File: src/logic/arc_pkg.sv
package arc_pkg;
  // Register byte offsets on the plain register port
  localparam logic [7:0] ARC_OFS_MODE   = 8'h00;
  localparam logic [7:0] ARC_OFS_STATUS = 8'h04;
  localparam logic [7:0] ARC_OFS_MASK   = 8'h08;
  localparam logic [7:0] ARC_OFS_WOPEN  = 8'h0C;
  localparam logic [7:0] ARC_OFS_WCLOSE = 8'h10;
  localparam logic [7:0] ARC_OFS_PPOS   = 8'h14;
  localparam logic [7:0] ARC_OFS_SPOS   = 8'h18;
  localparam logic [7:0] ARC_OFS_AXIS   = 8'h1C;

  // Mode word layout
  localparam int ARC_MODE_W   = 11;
  localparam int ARC_PSRC_LSB = 0;
  localparam int ARC_PEN_BIT  = 2;
  localparam int ARC_PEDG_BIT = 3;
  localparam int ARC_SSRC_LSB = 4;
  localparam int ARC_SEN_BIT  = 6;
  localparam int ARC_SEDG_BIT = 7;
  localparam int ARC_WIN_LSB  = 8;
  localparam int ARC_FILT_BIT = 10;

  // Axis configuration layout
  localparam int ARC_AXIS_TYPE_CODE_W  = 8;
  localparam int ARC_NET_BIT  = 8;

  // Registration source and windowing codes
  localparam logic [1:0] ARC_SRC_MARKER = 2'h0;
  localparam logic [1:0] ARC_SRC_IN0    = 2'h1;
  localparam logic [1:0] ARC_SRC_IN1    = 2'h2;
  localparam logic [1:0] ARC_WIN_NONE   = 2'h0;
  localparam logic [1:0] ARC_WIN_EXCL   = 2'h3;

  // Axis types that own a secondary capture (43, 44, 45)
  localparam logic [7:0] ARC_AXIS_TYPE_CODE_SEC0 = 8'h2B;
  localparam logic [7:0] ARC_AXIS_TYPE_CODE_SEC1 = 8'h2C;
  localparam logic [7:0] ARC_AXIS_TYPE_CODE_SEC2 = 8'h2D;

  // Reset values
  localparam logic [10:0] ARC_MODE_RST  = 11'h000;
  localparam logic [1:0]  ARC_MASK_RST  = 2'h0;
  localparam logic [7:0]  ARC_AXIS_TYPE_CODE_RST = 8'h00;

  // Filter time and derived clock count, 50 MHz core clock
  localparam int ARC_CLK_NS      = 20;
  localparam int ARC_FILT_NS     = 200;
  localparam int ARC_FILT_CYC    = (ARC_FILT_NS + ARC_CLK_NS - 1)
                                   / ARC_CLK_NS;
endpackage : arc_pkg

File: src/logic/arc_edge_sel.sv
`timescale 1ns/10ps
module arc_edge_sel
  import arc_pkg::*;
#(
  parameter int FILT_CYC = ARC_FILT_CYC
) (
  input  wire logic core_clk,
  input  wire logic rst_b,
  input  wire logic sig,
  input  wire logic filt_en,
  input  wire logic falling,
  input  wire logic resync,
  output logic      evt
);
  localparam int CW = $clog2(FILT_CYC) + 1;
  localparam logic [CW-1:0] LAST = CW'(FILT_CYC - 1);

  logic          lvl_reg;
  logic [CW-1:0] cnt_reg;
  logic          flip;

  // Level change taken at once, or after FILT_CYC stable cycles
  assign flip = (sig != lvl_reg) && (!filt_en || cnt_reg == LAST);
  // Same-cycle pulse so the caller latches position at the edge
  assign evt  = flip && !resync && (sig == !falling);

  // Tracked level; resync adopts a newly selected source silently
  always_ff @(posedge core_clk or negedge rst_b) begin
    if (!rst_b) begin
      lvl_reg <= 1'b0;
    end else if (resync || flip) begin
      lvl_reg <= sig;
    end
  end

  // Stability counter, restarts on any glitch back
  always_ff @(posedge core_clk or negedge rst_b) begin
    if (!rst_b) begin
      cnt_reg <= '0;
    end else if (resync || sig == lvl_reg || flip) begin
      cnt_reg <= '0;
    end else begin
      cnt_reg <= cnt_reg + CW'(1);
    end
  end
endmodule : arc_edge_sel

File: src/logic/axis_registration_capture.sv
// Contract
// - Primary event sets primary flag and latches position into primary value.
// - Secondary event sets its flag and value; only axis types 43-45.
// - Encoder axes of types 43-45 get two independent captures, each with its own input.
// - Network axes have one capture; source marker or drive inputs one-three.
// - Encoder axes latch position in hardware in the cycle of the edge.
// - Inclusive window accepts only strictly between open and close.
// - Exclusive window accepts only outside the open-close range.
// - Mode bits 1:0 primary source, bit 2 enable, bit 3 edge.
// - Mode bits 5:4 secondary source, bit 6 enable, bit 7 edge.
// - Mode bits 9:8: 00 none, 01/10 inclusive, 11 exclusive windowing.
// - Mode bit 10 enables registration input filtering on encoder axes.
//
// The placing of the registers and the plain strobed port were left to the implementer.
`timescale 1ns/10ps
module axis_registration_capture
  import arc_pkg::*;
#(
  parameter int FILT_CYC = ARC_FILT_CYC
) (
  input  wire logic        core_clk,
  input  wire logic        rst_b,
  input  wire logic [7:0]  reg_addr,
  input  wire logic [31:0] reg_wdata,
  input  wire logic        reg_wr,
  input  wire logic        reg_rd,
  output logic      [31:0] reg_rdata,
  output logic             irq,
  input  wire logic        enc_marker,
  input  wire logic        reg_in0,
  input  wire logic        reg_in1,
  input  wire logic [31:0] axis_position,
  input  wire logic        drive_cap_valid,
  input  wire logic [31:0] drive_cap_position,
  output logic      [1:0]  drive_capture_select,
  output logic             drive_capture_armed
);
  logic [ARC_MODE_W-1:0]  mode_reg;
  logic [1:0]             status_reg;
  logic [1:0]             mask_reg;
  logic signed [31:0]     wopen_reg;
  logic signed [31:0]     wclose_reg;
  logic [31:0]            ppos_reg;
  logic [31:0]            spos_reg;
  logic [ARC_AXIS_TYPE_CODE_W-1:0] axis_type_code_reg;
  logic                   net_reg;
  logic                   parm_reg;
  logic                   sarm_reg;
  logic                   setup_d_reg;
  logic [31:0]            rdata_next;
  logic                   setup_wr;
  logic                   sec_ok;
  logic                   psig;
  logic                   ssig;
  logic                   p_evt;
  logic                   s_evt;
  logic                   win_enc;
  logic                   win_drv;
  logic                   p_acc;
  logic                   s_acc;
  logic [1:0]             w1c;

  // Registration source decode, shared by both captures
  function automatic logic src_mux(input logic [1:0] sel,
                                   input logic mk, input logic i0,
                                   input logic i1);
    unique case (sel)
      ARC_SRC_MARKER: src_mux = mk;
      ARC_SRC_IN0:    src_mux = i0;
      ARC_SRC_IN1:    src_mux = i1;
      default:        src_mux = 1'b0;
    endcase
  endfunction : src_mux

  // Window test; the two inclusive codes behave alike
  function automatic logic win_ok(input logic [1:0] w,
                                  input logic signed [31:0] p,
                                  input logic signed [31:0] o,
                                  input logic signed [31:0] c);
    if (w == ARC_WIN_NONE) begin
      win_ok = 1'b1;
    end else if (w == ARC_WIN_EXCL) begin
      win_ok = (p < o) || (p > c);
    end else begin
      win_ok = (p > o) && (p < c);
    end
  endfunction : win_ok

  // Setup strobe and axis capability
  assign setup_wr = reg_wr && (reg_addr == ARC_OFS_MODE);
  assign sec_ok   = !net_reg && (axis_type_code_reg == ARC_AXIS_TYPE_CODE_SEC0 ||
                    axis_type_code_reg == ARC_AXIS_TYPE_CODE_SEC1 ||
                    axis_type_code_reg == ARC_AXIS_TYPE_CODE_SEC2);
  assign w1c      = (reg_wr && reg_addr == ARC_OFS_STATUS) ?
                    reg_wdata[1:0] : 2'h0;

  // Source selection per capture, each its own input path
  assign psig = src_mux(mode_reg[ARC_PSRC_LSB +: 2], enc_marker,
                        reg_in0, reg_in1);
  assign ssig = src_mux(mode_reg[ARC_SSRC_LSB +: 2], enc_marker,
                        reg_in0, reg_in1);

  // Edge and filter stages; resync hides the source switch on setup
  arc_edge_sel #(.FILT_CYC(FILT_CYC)) u_prim (
    .core_clk (core_clk),
    .rst_b    (rst_b),
    .sig      (psig),
    .filt_en  (mode_reg[ARC_FILT_BIT]),
    .falling  (mode_reg[ARC_PEDG_BIT]),
    .resync   (setup_d_reg),
    .evt      (p_evt)
  );
  arc_edge_sel #(.FILT_CYC(FILT_CYC)) u_sec (
    .core_clk (core_clk),
    .rst_b    (rst_b),
    .sig      (ssig),
    .filt_en  (mode_reg[ARC_FILT_BIT]),
    .falling  (mode_reg[ARC_SEDG_BIT]),
    .resync   (setup_d_reg),
    .evt      (s_evt)
  );

  // Window gating on live position or on the drive's own latch
  assign win_enc = win_ok(mode_reg[ARC_WIN_LSB +: 2], axis_position,
                          wopen_reg, wclose_reg);
  assign win_drv = win_ok(mode_reg[ARC_WIN_LSB +: 2],
                          drive_cap_position,
                          wopen_reg, wclose_reg);

  // Accepted events; a setup in the same cycle takes priority
  assign p_acc = !setup_wr && parm_reg &&
                 (net_reg ? (drive_cap_valid && win_drv)
                          : (p_evt && win_enc));
  assign s_acc = !setup_wr && !net_reg && sarm_reg && s_evt &&
                 win_enc;

  // Mode register doubles as the setup command
  always_ff @(posedge core_clk or negedge rst_b) begin
    if (!rst_b) begin
      mode_reg <= ARC_MODE_RST;
    end else if (setup_wr) begin
      mode_reg <= reg_wdata[ARC_MODE_W-1:0];
    end
  end

  // Delayed setup drives the edge stages' resync
  always_ff @(posedge core_clk or negedge rst_b) begin
    if (!rst_b) begin
      setup_d_reg <= 1'b0;
    end else begin
      setup_d_reg <= setup_wr;
    end
  end

  // Arming: one shot per setup, so a value holds until re-armed
  always_ff @(posedge core_clk or negedge rst_b) begin
    if (!rst_b) begin
      parm_reg <= 1'b0;
      sarm_reg <= 1'b0;
    end else if (setup_wr) begin
      parm_reg <= net_reg || reg_wdata[ARC_PEN_BIT];
      sarm_reg <= sec_ok && reg_wdata[ARC_SEN_BIT];
    end else begin
      if (p_acc) begin
        parm_reg <= 1'b0;
      end
      if (s_acc) begin
        sarm_reg <= 1'b0;
      end
    end
  end

  // Capture flags: setup clears, capture beats write-one-to-clear
  always_ff @(posedge core_clk or negedge rst_b) begin
    if (!rst_b) begin
      status_reg <= 2'h0;
    end else if (setup_wr) begin
      status_reg <= 2'h0;
    end else begin
      status_reg <= (status_reg & ~w1c) | {s_acc, p_acc};
    end
  end

  // Position latches, taken in the very cycle of the edge
  always_ff @(posedge core_clk or negedge rst_b) begin
    if (!rst_b) begin
      ppos_reg <= 32'h0000_0000;
      spos_reg <= 32'h0000_0000;
    end else begin
      if (p_acc) begin
        ppos_reg <= net_reg ? drive_cap_position
                            : axis_position;
      end
      if (s_acc) begin
        spos_reg <= axis_position;
      end
    end
  end

  // Software settings: mask, window bounds, axis configuration
  always_ff @(posedge core_clk or negedge rst_b) begin
    if (!rst_b) begin
      mask_reg   <= ARC_MASK_RST;
      wopen_reg  <= 32'sh0000_0000;
      wclose_reg <= 32'sh0000_0000;
      axis_type_code_reg  <= ARC_AXIS_TYPE_CODE_RST;
      net_reg    <= 1'b0;
    end else if (reg_wr) begin
      unique case (reg_addr)
        ARC_OFS_MASK:   mask_reg   <= reg_wdata[1:0];
        ARC_OFS_WOPEN:  wopen_reg  <= reg_wdata;
        ARC_OFS_WCLOSE: wclose_reg <= reg_wdata;
        ARC_OFS_AXIS: begin
          axis_type_code_reg <= reg_wdata[ARC_AXIS_TYPE_CODE_W-1:0];
          net_reg   <= reg_wdata[ARC_NET_BIT];
        end
        default: ;
      endcase
    end
  end

  // Read decode; unmapped addresses read zero
  always_comb begin
    rdata_next = 32'h0000_0000;
    unique case (reg_addr)
      ARC_OFS_MODE:   rdata_next[ARC_MODE_W-1:0] = mode_reg;
      ARC_OFS_STATUS: rdata_next[1:0] = status_reg;
      ARC_OFS_MASK:   rdata_next[1:0] = mask_reg;
      ARC_OFS_WOPEN:  rdata_next = wopen_reg;
      ARC_OFS_WCLOSE: rdata_next = wclose_reg;
      ARC_OFS_PPOS:   rdata_next = ppos_reg;
      ARC_OFS_SPOS:   rdata_next = spos_reg;
      ARC_OFS_AXIS: begin
        rdata_next[ARC_AXIS_TYPE_CODE_W-1:0] = axis_type_code_reg;
        rdata_next[ARC_NET_BIT]     = net_reg;
      end
      default: ;
    endcase
  end

  // Read data valid only in the cycle after the strobe
  always_ff @(posedge core_clk or negedge rst_b) begin
    if (!rst_b) begin
      reg_rdata <= 32'h0000_0000;
    end else begin
      reg_rdata <= reg_rd ? rdata_next : 32'h0000_0000;
    end
  end

  // Interrupt level lags status by one cycle, flop-driven output
  always_ff @(posedge core_clk or negedge rst_b) begin
    if (!rst_b) begin
      irq <= 1'b0;
    end else begin
      irq <= |(status_reg & mask_reg);
    end
  end

  // Drive-facing outputs: selected source and armed state
  always_ff @(posedge core_clk or negedge rst_b) begin
    if (!rst_b) begin
      drive_capture_select <= ARC_SRC_MARKER;
      drive_capture_armed  <= 1'b0;
    end else begin
      drive_capture_select <= mode_reg[ARC_PSRC_LSB +: 2];
      drive_capture_armed  <= parm_reg && net_reg;
    end
  end
endmodule : axis_registration_capture

File: config.mk
export PLATFORM = sky130hd
export DESIGN_NAME = axis_registration_capture
export DESIGN_NICKNAME = d
export VERILOG_FILES = /design/src/logic/arc_pkg.sv /design/src/logic/arc_edge_sel.sv /design/src/logic/axis_registration_capture.sv
export SDC_FILE = /design/constraint.sdc
export NUM_CORES = 1
export LEC_CHECK = 0
export ABC_CLOCK_PERIOD_IN_PS = 3300
export BUFFER_PORTS_ARGS = -buffer_cell sky130_fd_sc_hd__buf_4
export CORE_ASPECT_RATIO = 1.1
export CORE_MARGIN = 2
export CORE_UTILIZATION = 43
export DETAILED_ROUTE_END_ITERATION = 8
export SLEW_MARGIN = 20
export SYNTH_ARGS = -nofsm -noshare
export SYNTH_HDL_FRONTEND = slang
export SYNTH_SLANG_ARGS = --single-unit
File: constraint.sdc
create_clock -name core_clk -period 3.3 [get_ports core_clk]
set_clock_uncertainty 0.05 [all_clocks]
set_input_delay 0.495 -clock core_clk [delete_from_list [all_inputs] [get_ports core_clk]]
set_output_delay 0.495 -clock core_clk [all_outputs]
set_load 0.005 [all_outputs]
; Word level (Yosys, flattened, before mapping)
; Index checks and enable logic that the tools add are counted.
[word_totals]
reg_bits = 203
in_bits = 112
output_inout_bits = 36
wordCells = 129
[classes]
add_sub_neg = 2
magnitude_cmp = 8
n_eq_ne = 23
n_mux = 21
bitwise = 4
reduce_logical = 51
[op_table]
columns = op, count
row1 = $gt 32x32->1, 4
row2 = $lt 32x32->1, 4
row3 = $pmux 21 s4, 1
row4 = $mux 32, 2
row5 = $pmux 7 s6, 1
row6 = $eq 8x5->1 const B, 4
row7 = $eq 8x6->1 const B, 3
row8 = $logic_and 1x1->1, 21
row9 = $eq 8x4->1 const B, 2
row10 = $pmux 2 s8, 1
row11 = $logic_or 1x1->1, 13
row12 = $add 5x1->5 const B, 2
row13 = $eq 5x4->1 const B, 2
row14 = $mux 5, 2
row15 = $pmux 2 s5, 1
row16 = $mux 1, 9
row17 = $eq 8x3->1 const B, 1
row18 = $logic_not 8->1, 1
row19 = $reduce_and 2->1, 4
row20 = $eq 2x2->1 const B, 3
row21 = $logic_not 1->1, 6
row22 = $logic_not 2->1, 3
row23 = $pmux 1 s3, 2
row24 = $and 2x2->2, 2
row25 = other kinds (8), 15

; Longest topological paths before layout
[logic_depth]
ltp_word = 11
ltp_mapped = 12
ltp_nobuf = 11

; By module
; Synthesis repeated with hierarchy kept, for this count alone.
[hier_totals]
cells_unflattened = 1083
hier_area_um2 = 12192.9
[by_module_without_submodules]
columns = module, instances, cells_each, area_each_um2
row1 = axis_registration_capture, 1, 1029, 11527.3
row2 = arc_edge_sel, 2, 27, 332.8

; Least setup slack after synthesis
; OpenSTA, ideal clock, no wires.
[synth_path]
kind = input-to-reg
startpoint = input axis_position[14]
endpoint = register spos_reg[10]
setup_ps = 128
t_arrival_ps = 3008
slack_ps = 114
cell_stages = 11
path_buffers = 1
cell_sequence = ha_1 -> nand4_2 -> nor4_2 -> a21bo_1 -> a31oi_1 -> mux2i_1 -> o211a_2 -> a211oi_4 -> nor3_4 -> buf_2 -> mux2_1
[synth_between]
elab_chain_len = 5
[synth_rtl]
columns = element, line
row1 = from (decl), axis_registration_capture.sv:32  ; input wire logic [31:0] axis_position,
row2 = $gt 32x32->1 (tied with other cells), axis_registration_capture.sv:85  ; win_ok = (p > o) && (p < c);
row3 = $logic_and 1x1->1 or $logic_or 1x1->1 (tied branches), "axis_registration_capture.sv:85, axis_registration_capture.sv:83"
row4 = $mux 1 *, axis_registration_capture.sv:82  ; end else if (w == ARC_WIN_EXCL) begin
row5 = $mux 1 *, axis_registration_capture.sv:80  ; if (w == ARC_WIN_NONE) begin
row6 = $logic_and 1x1->1 *, axis_registration_capture.sv:134  ; assign s_acc = !setup_wr && !net_reg && sarm_reg && s_evt &&
row7 = to (signal assigned), axis_registration_capture.sv:195  ; spos_reg <= axis_position;
row8 = to (decl), axis_registration_capture.sv:44  ; logic [31:0] spos_reg;
; Mark *: on every way between the ends. The rest lies on a longest branch, timed or not.
; A chain may end at the register's enable or synchronous reset.

; Worst setup path after layout
[layout_path]
startpoint = register wclose_reg[15]
endpoint = register ppos_reg[23]
[layout_between]
elab_chain_len = 7
[layout_rtl]
columns = element, line
row1 = from (decl), axis_registration_capture.sv:42  ; logic signed [31:0] wclose_reg;
row2 = from (signal assigned), axis_registration_capture.sv:212  ; ARC_OFS_WCLOSE: wclose_reg <= reg_wdata;
row3 = $lt 32x32->1 or $gt 32x32->1 (tied branches), "axis_registration_capture.sv:85, axis_registration_capture.sv:83"
row4 = $logic_and 1x1->1 or $logic_or 1x1->1 (tied branches), "axis_registration_capture.sv:85, axis_registration_capture.sv:83"
row5 = $mux 1, axis_registration_capture.sv:82
row6 = $mux 1, axis_registration_capture.sv:80
row7 = "$logic_and 1x1->1, on equally long branches", "axis_registration_capture.sv:133, axis_registration_capture.sv:132"
row8 = $mux 1 *, axis_registration_capture.sv:132  ; (net_reg ? (drive_cap_valid && win_drv)
row9 = $logic_and 1x1->1 *, axis_registration_capture.sv:131  ; assign p_acc = !setup_wr && parm_reg &&
row10 = to (signal assigned), axis_registration_capture.sv:191  ; ppos_reg <= net_reg ? drive_cap_position
row11 = to (decl), axis_registration_capture.sv:43  ; logic [31:0] ppos_reg;
; Marked as above.

==> results.cfg <==
[run_status]
status = finished, violations left
violations = negative setup slack

[pwr]
pwr-share-comb_pct = 17.0
power.switching_mw = 1.61
seq_power_share_pct = 44.5
max-vdd-ir-drop_mv = 0.345
clkPwrFrac_pct = 38.5
internal-power_mw = 4.56
switching_share_pct = 26.1
p_per_area_nw_per_um2 = 390
p_total_mw = 6.18
leakagePower_nw = 7.35

[critical_path]
path_max_fanout = 5
crit_slowest_cell = dfrtp_1
cpPeakStageDelay_ns = 0.36
critPathKind = reg -> reg
crit_top_cell = buf_12
crit_required_ns = 3.64
critPathArrivalTime_ns = 3.73
worst_r2r_path_depth = 15
critPathCaptureType = flop
cp-start-kind = flop
path_cells = inv_2 > ha_4 > nand4_4 > nor4_4 > buf_4 > a21bo_1 > a31oi_2 > mux2i_1 > o211a_2 > a211oi_4 > buf_6 > o2bb2ai_4 > buf_12 > buf_12 > mux2_4

[synth]
syn_avg_cell_area_um2 = 11.2
synth_area_um2 = 12200
synth_fp_nets = 1332
yosysTopAreaCellShare_pct = 41.7
synthMuxAreaShare_pct = 19.8
yosys-top-cells-area = dfrtp_1 42%, ha_1 14%, mux2_2 12%, mux2_4 3.6%, mux2_1 2.6%
synth_top_family_by_area = multiplexers
yosysTopAreaCell = dfrtp_1
synth-adder-area-share_pct = 13.6
ys_seq_area_share_pct = 41.7
synthDistinctLibCells = 62
synth_xor_area_share_pct = 0.792
synth-compound-area-share_pct = 11.3
yosys.area_share.simple_pct = 8.89
yosys_warnings = 0
ys_ff_latch = 203
async_reset_ff_share_pct = 100
synth_edf_count = 0
synth_ff_type = dfrtp_1
netlist_instances = 1088

[sta]
finalWorstSetupSlack_ns = -0.0858
slew_headroom_pct = 43.5
hold_viol_final = 0
rsz0062_at_grt = true
max_freq_ghz = 0.295
period_needed_ns = 3.39
setup_viol = 51
drv_slew = 0
period_share_pct = 103
worstMarginPinSlew_ns = 0.847

[cells_and_area]
multi_input_area_um2 = 6970
nFillCells = 2404
drive_gt1_share_pct = 39.0
final_common_cell = buf_4
mostFrequentLayoutCells = 257 x buf_4, 202 x dfrtp_1, 120 x mux2_2, 118 x ha_1, 77 x nor2_1
ff_latch_area_um2 = 5080
instances_no_fill = 1725
num-nets-final = 1596
area_delta_synth_final_pct = 30.2
finalInstanceArea_um2 = 15800
antennaDiodeCount = 0

[clock_network]
clock_path_buffers = 3
tritoncts = built
cts_root_buf = clkbuf_16
h-tree-depth = 1
worstSkewPairLatency_ns = 0.52
cts_buffers = 23
path_clk_slew_ns = 0.06
cts_sinks = 203

[drt]
wirelength_um = 38400
drc = 0
vias = 9817
routed_via_density = 5.69
drt_iter0_markers = 700
post_drt_wl_per_cell_um = 22.3
postRouteAntennaNets = 0
drtPass1Iterations = 5

[placement]
port_buffers = 147
placed_area_um2 = 14300
dpl.hpwl_um = 27100
gp_congestion = 0.908
place_inst = 1649

[grt]
antenna_found_initial = 0
gr-usage-met1_pct = 32.0
met2_usage_pct = 43.2
grt_use_met3_pct = 4.23
grt_pass1_wl_um = 58000
gr-total-overflow = 0
grtUsageTotal_pct = 25.6
grt_max_degree = 81
grt_most_used_layer = met2
grt_pass1_vias = 10300

[floorplan]
die_y_um = 180
coreArea_um2 = 27900
start_util_pct = 43.7
io_pins = 148
fp.dieW_um = 164
dieArea_um2 = 29700
num_rows = 64

[job]
maxCapViolCount = 0

[min_path]
worstHoldPathType = in -> reg
holdPathStages = 2
==> worst max-delay path, delay by kind of cell (launching register included) <==
family / cells / cell delay (ns)
muxes: 2 / 0.56
buffers and inverters: 5 / 0.68
and+or+nand+nor: 2 / 0.40
DFF: 1 / 0.36
adders and majority gates: 1 / 0.29
AOI/OAI and AO/OA: 5 / 0.90
==> logic make-up after synthesis <==
| group | after synthesis |
|---|---|
| simple gates | 221 |
| mux | 205 |
| flops | 203 |
| compound gates | 201 |
| fa+ha+maj | 132 |
| buf+inv | 115 |
| xor+xnor | 11 |
==> routing by layer <==
metal  vias to the layer above  routed length, um
met2                       307              18700
met1                      4904              16300
met4                         0               1480
met3                        81               1930
met5                         -                  0
li1                       4525                  -
==> through the flow <==
stage / utilization [%] / hold slack [ns] / setup TNS (ns) / worst slack (ns)
after floorplan: - / 0.149 / 0 / 0.114
final: 56.8 / 0.161 / -2.50 / -0.0858
after global routing: 56.8 / 0.157 / -10.66 / -0.224
after CTS: 55.9 / 0.152 / -2.54 / -0.0711
after global placement: 51.4 / 0.417 / -10.41 / -0.206
after detailed placement: 51.4 / 0.428 / -15.85 / -0.297
==> cell usage after synthesis, types with 7 or more instances <==
cell type and n:
a21o_1 10, a21oi_1 56, a221oi_1 33, a22oi_1 25, buf_1 12, clkbuf_1 21, dfrtp_1 203, ha_1 132
inv_1 73, mux2_1 28, mux2_2 126, mux2_4 29, mux2i_1 20, nand2_1 51, nand3_1 19, nand4_1 24
nor2_1 80, nor2b_1 12, o21ai_0 25, o22ai_1 9, xor2_1 7
==> final timing paths <==
kind | startpoint | to | slack [ns]
max | wclose_reg[15] | ppos_reg[23] | -0.09
min | reg_wdata[18] | wopen_reg[18] | 0.16
max reg2reg | wclose_reg[15] | ppos_reg[23] | -0.09
min reg2reg | spos_reg[8] | spos_reg[8] | 0.44
max in group asynchronous | rst_b | spos_reg[3] | 1.85
min in group asynchronous | rst_b | u_sec.cnt_reg[2] | 0.53
==> final cells by class <==
| cell class | instances | area share (%) |
|---|---|---|
| clock buffer | 35 | 4.23 |
| inverter | 74 | 1.75 |
| multi-input combinational | 770 | 44.0 |
| sequential | 203 | 32.1 |
| tap | 363 | 2.87 |
| timing repair buffer | 280 | 15.0 |
==> power groups by stage <==
stage	clock network (mW)	logic [mW]	registers, mW
after global placement	0	0.963	2.79
after detailed placement	0	0.983	2.79
after CTS	2.42	1.02	2.75
after floorplan	0	0.546	2.75
after global routing	2.53	1.16	2.77
final	2.38	1.05	2.75
==> what timing repair did <==
action	CTS	global route
gates cloned	5	3
resized for setup	56	21
hold endpoints to repair	4	0
pin swaps	17	13
setup endpoints to repair	64	66
hold buffers	1	0
setup buffers	26	8
Power figures use the tool's default switching activity.
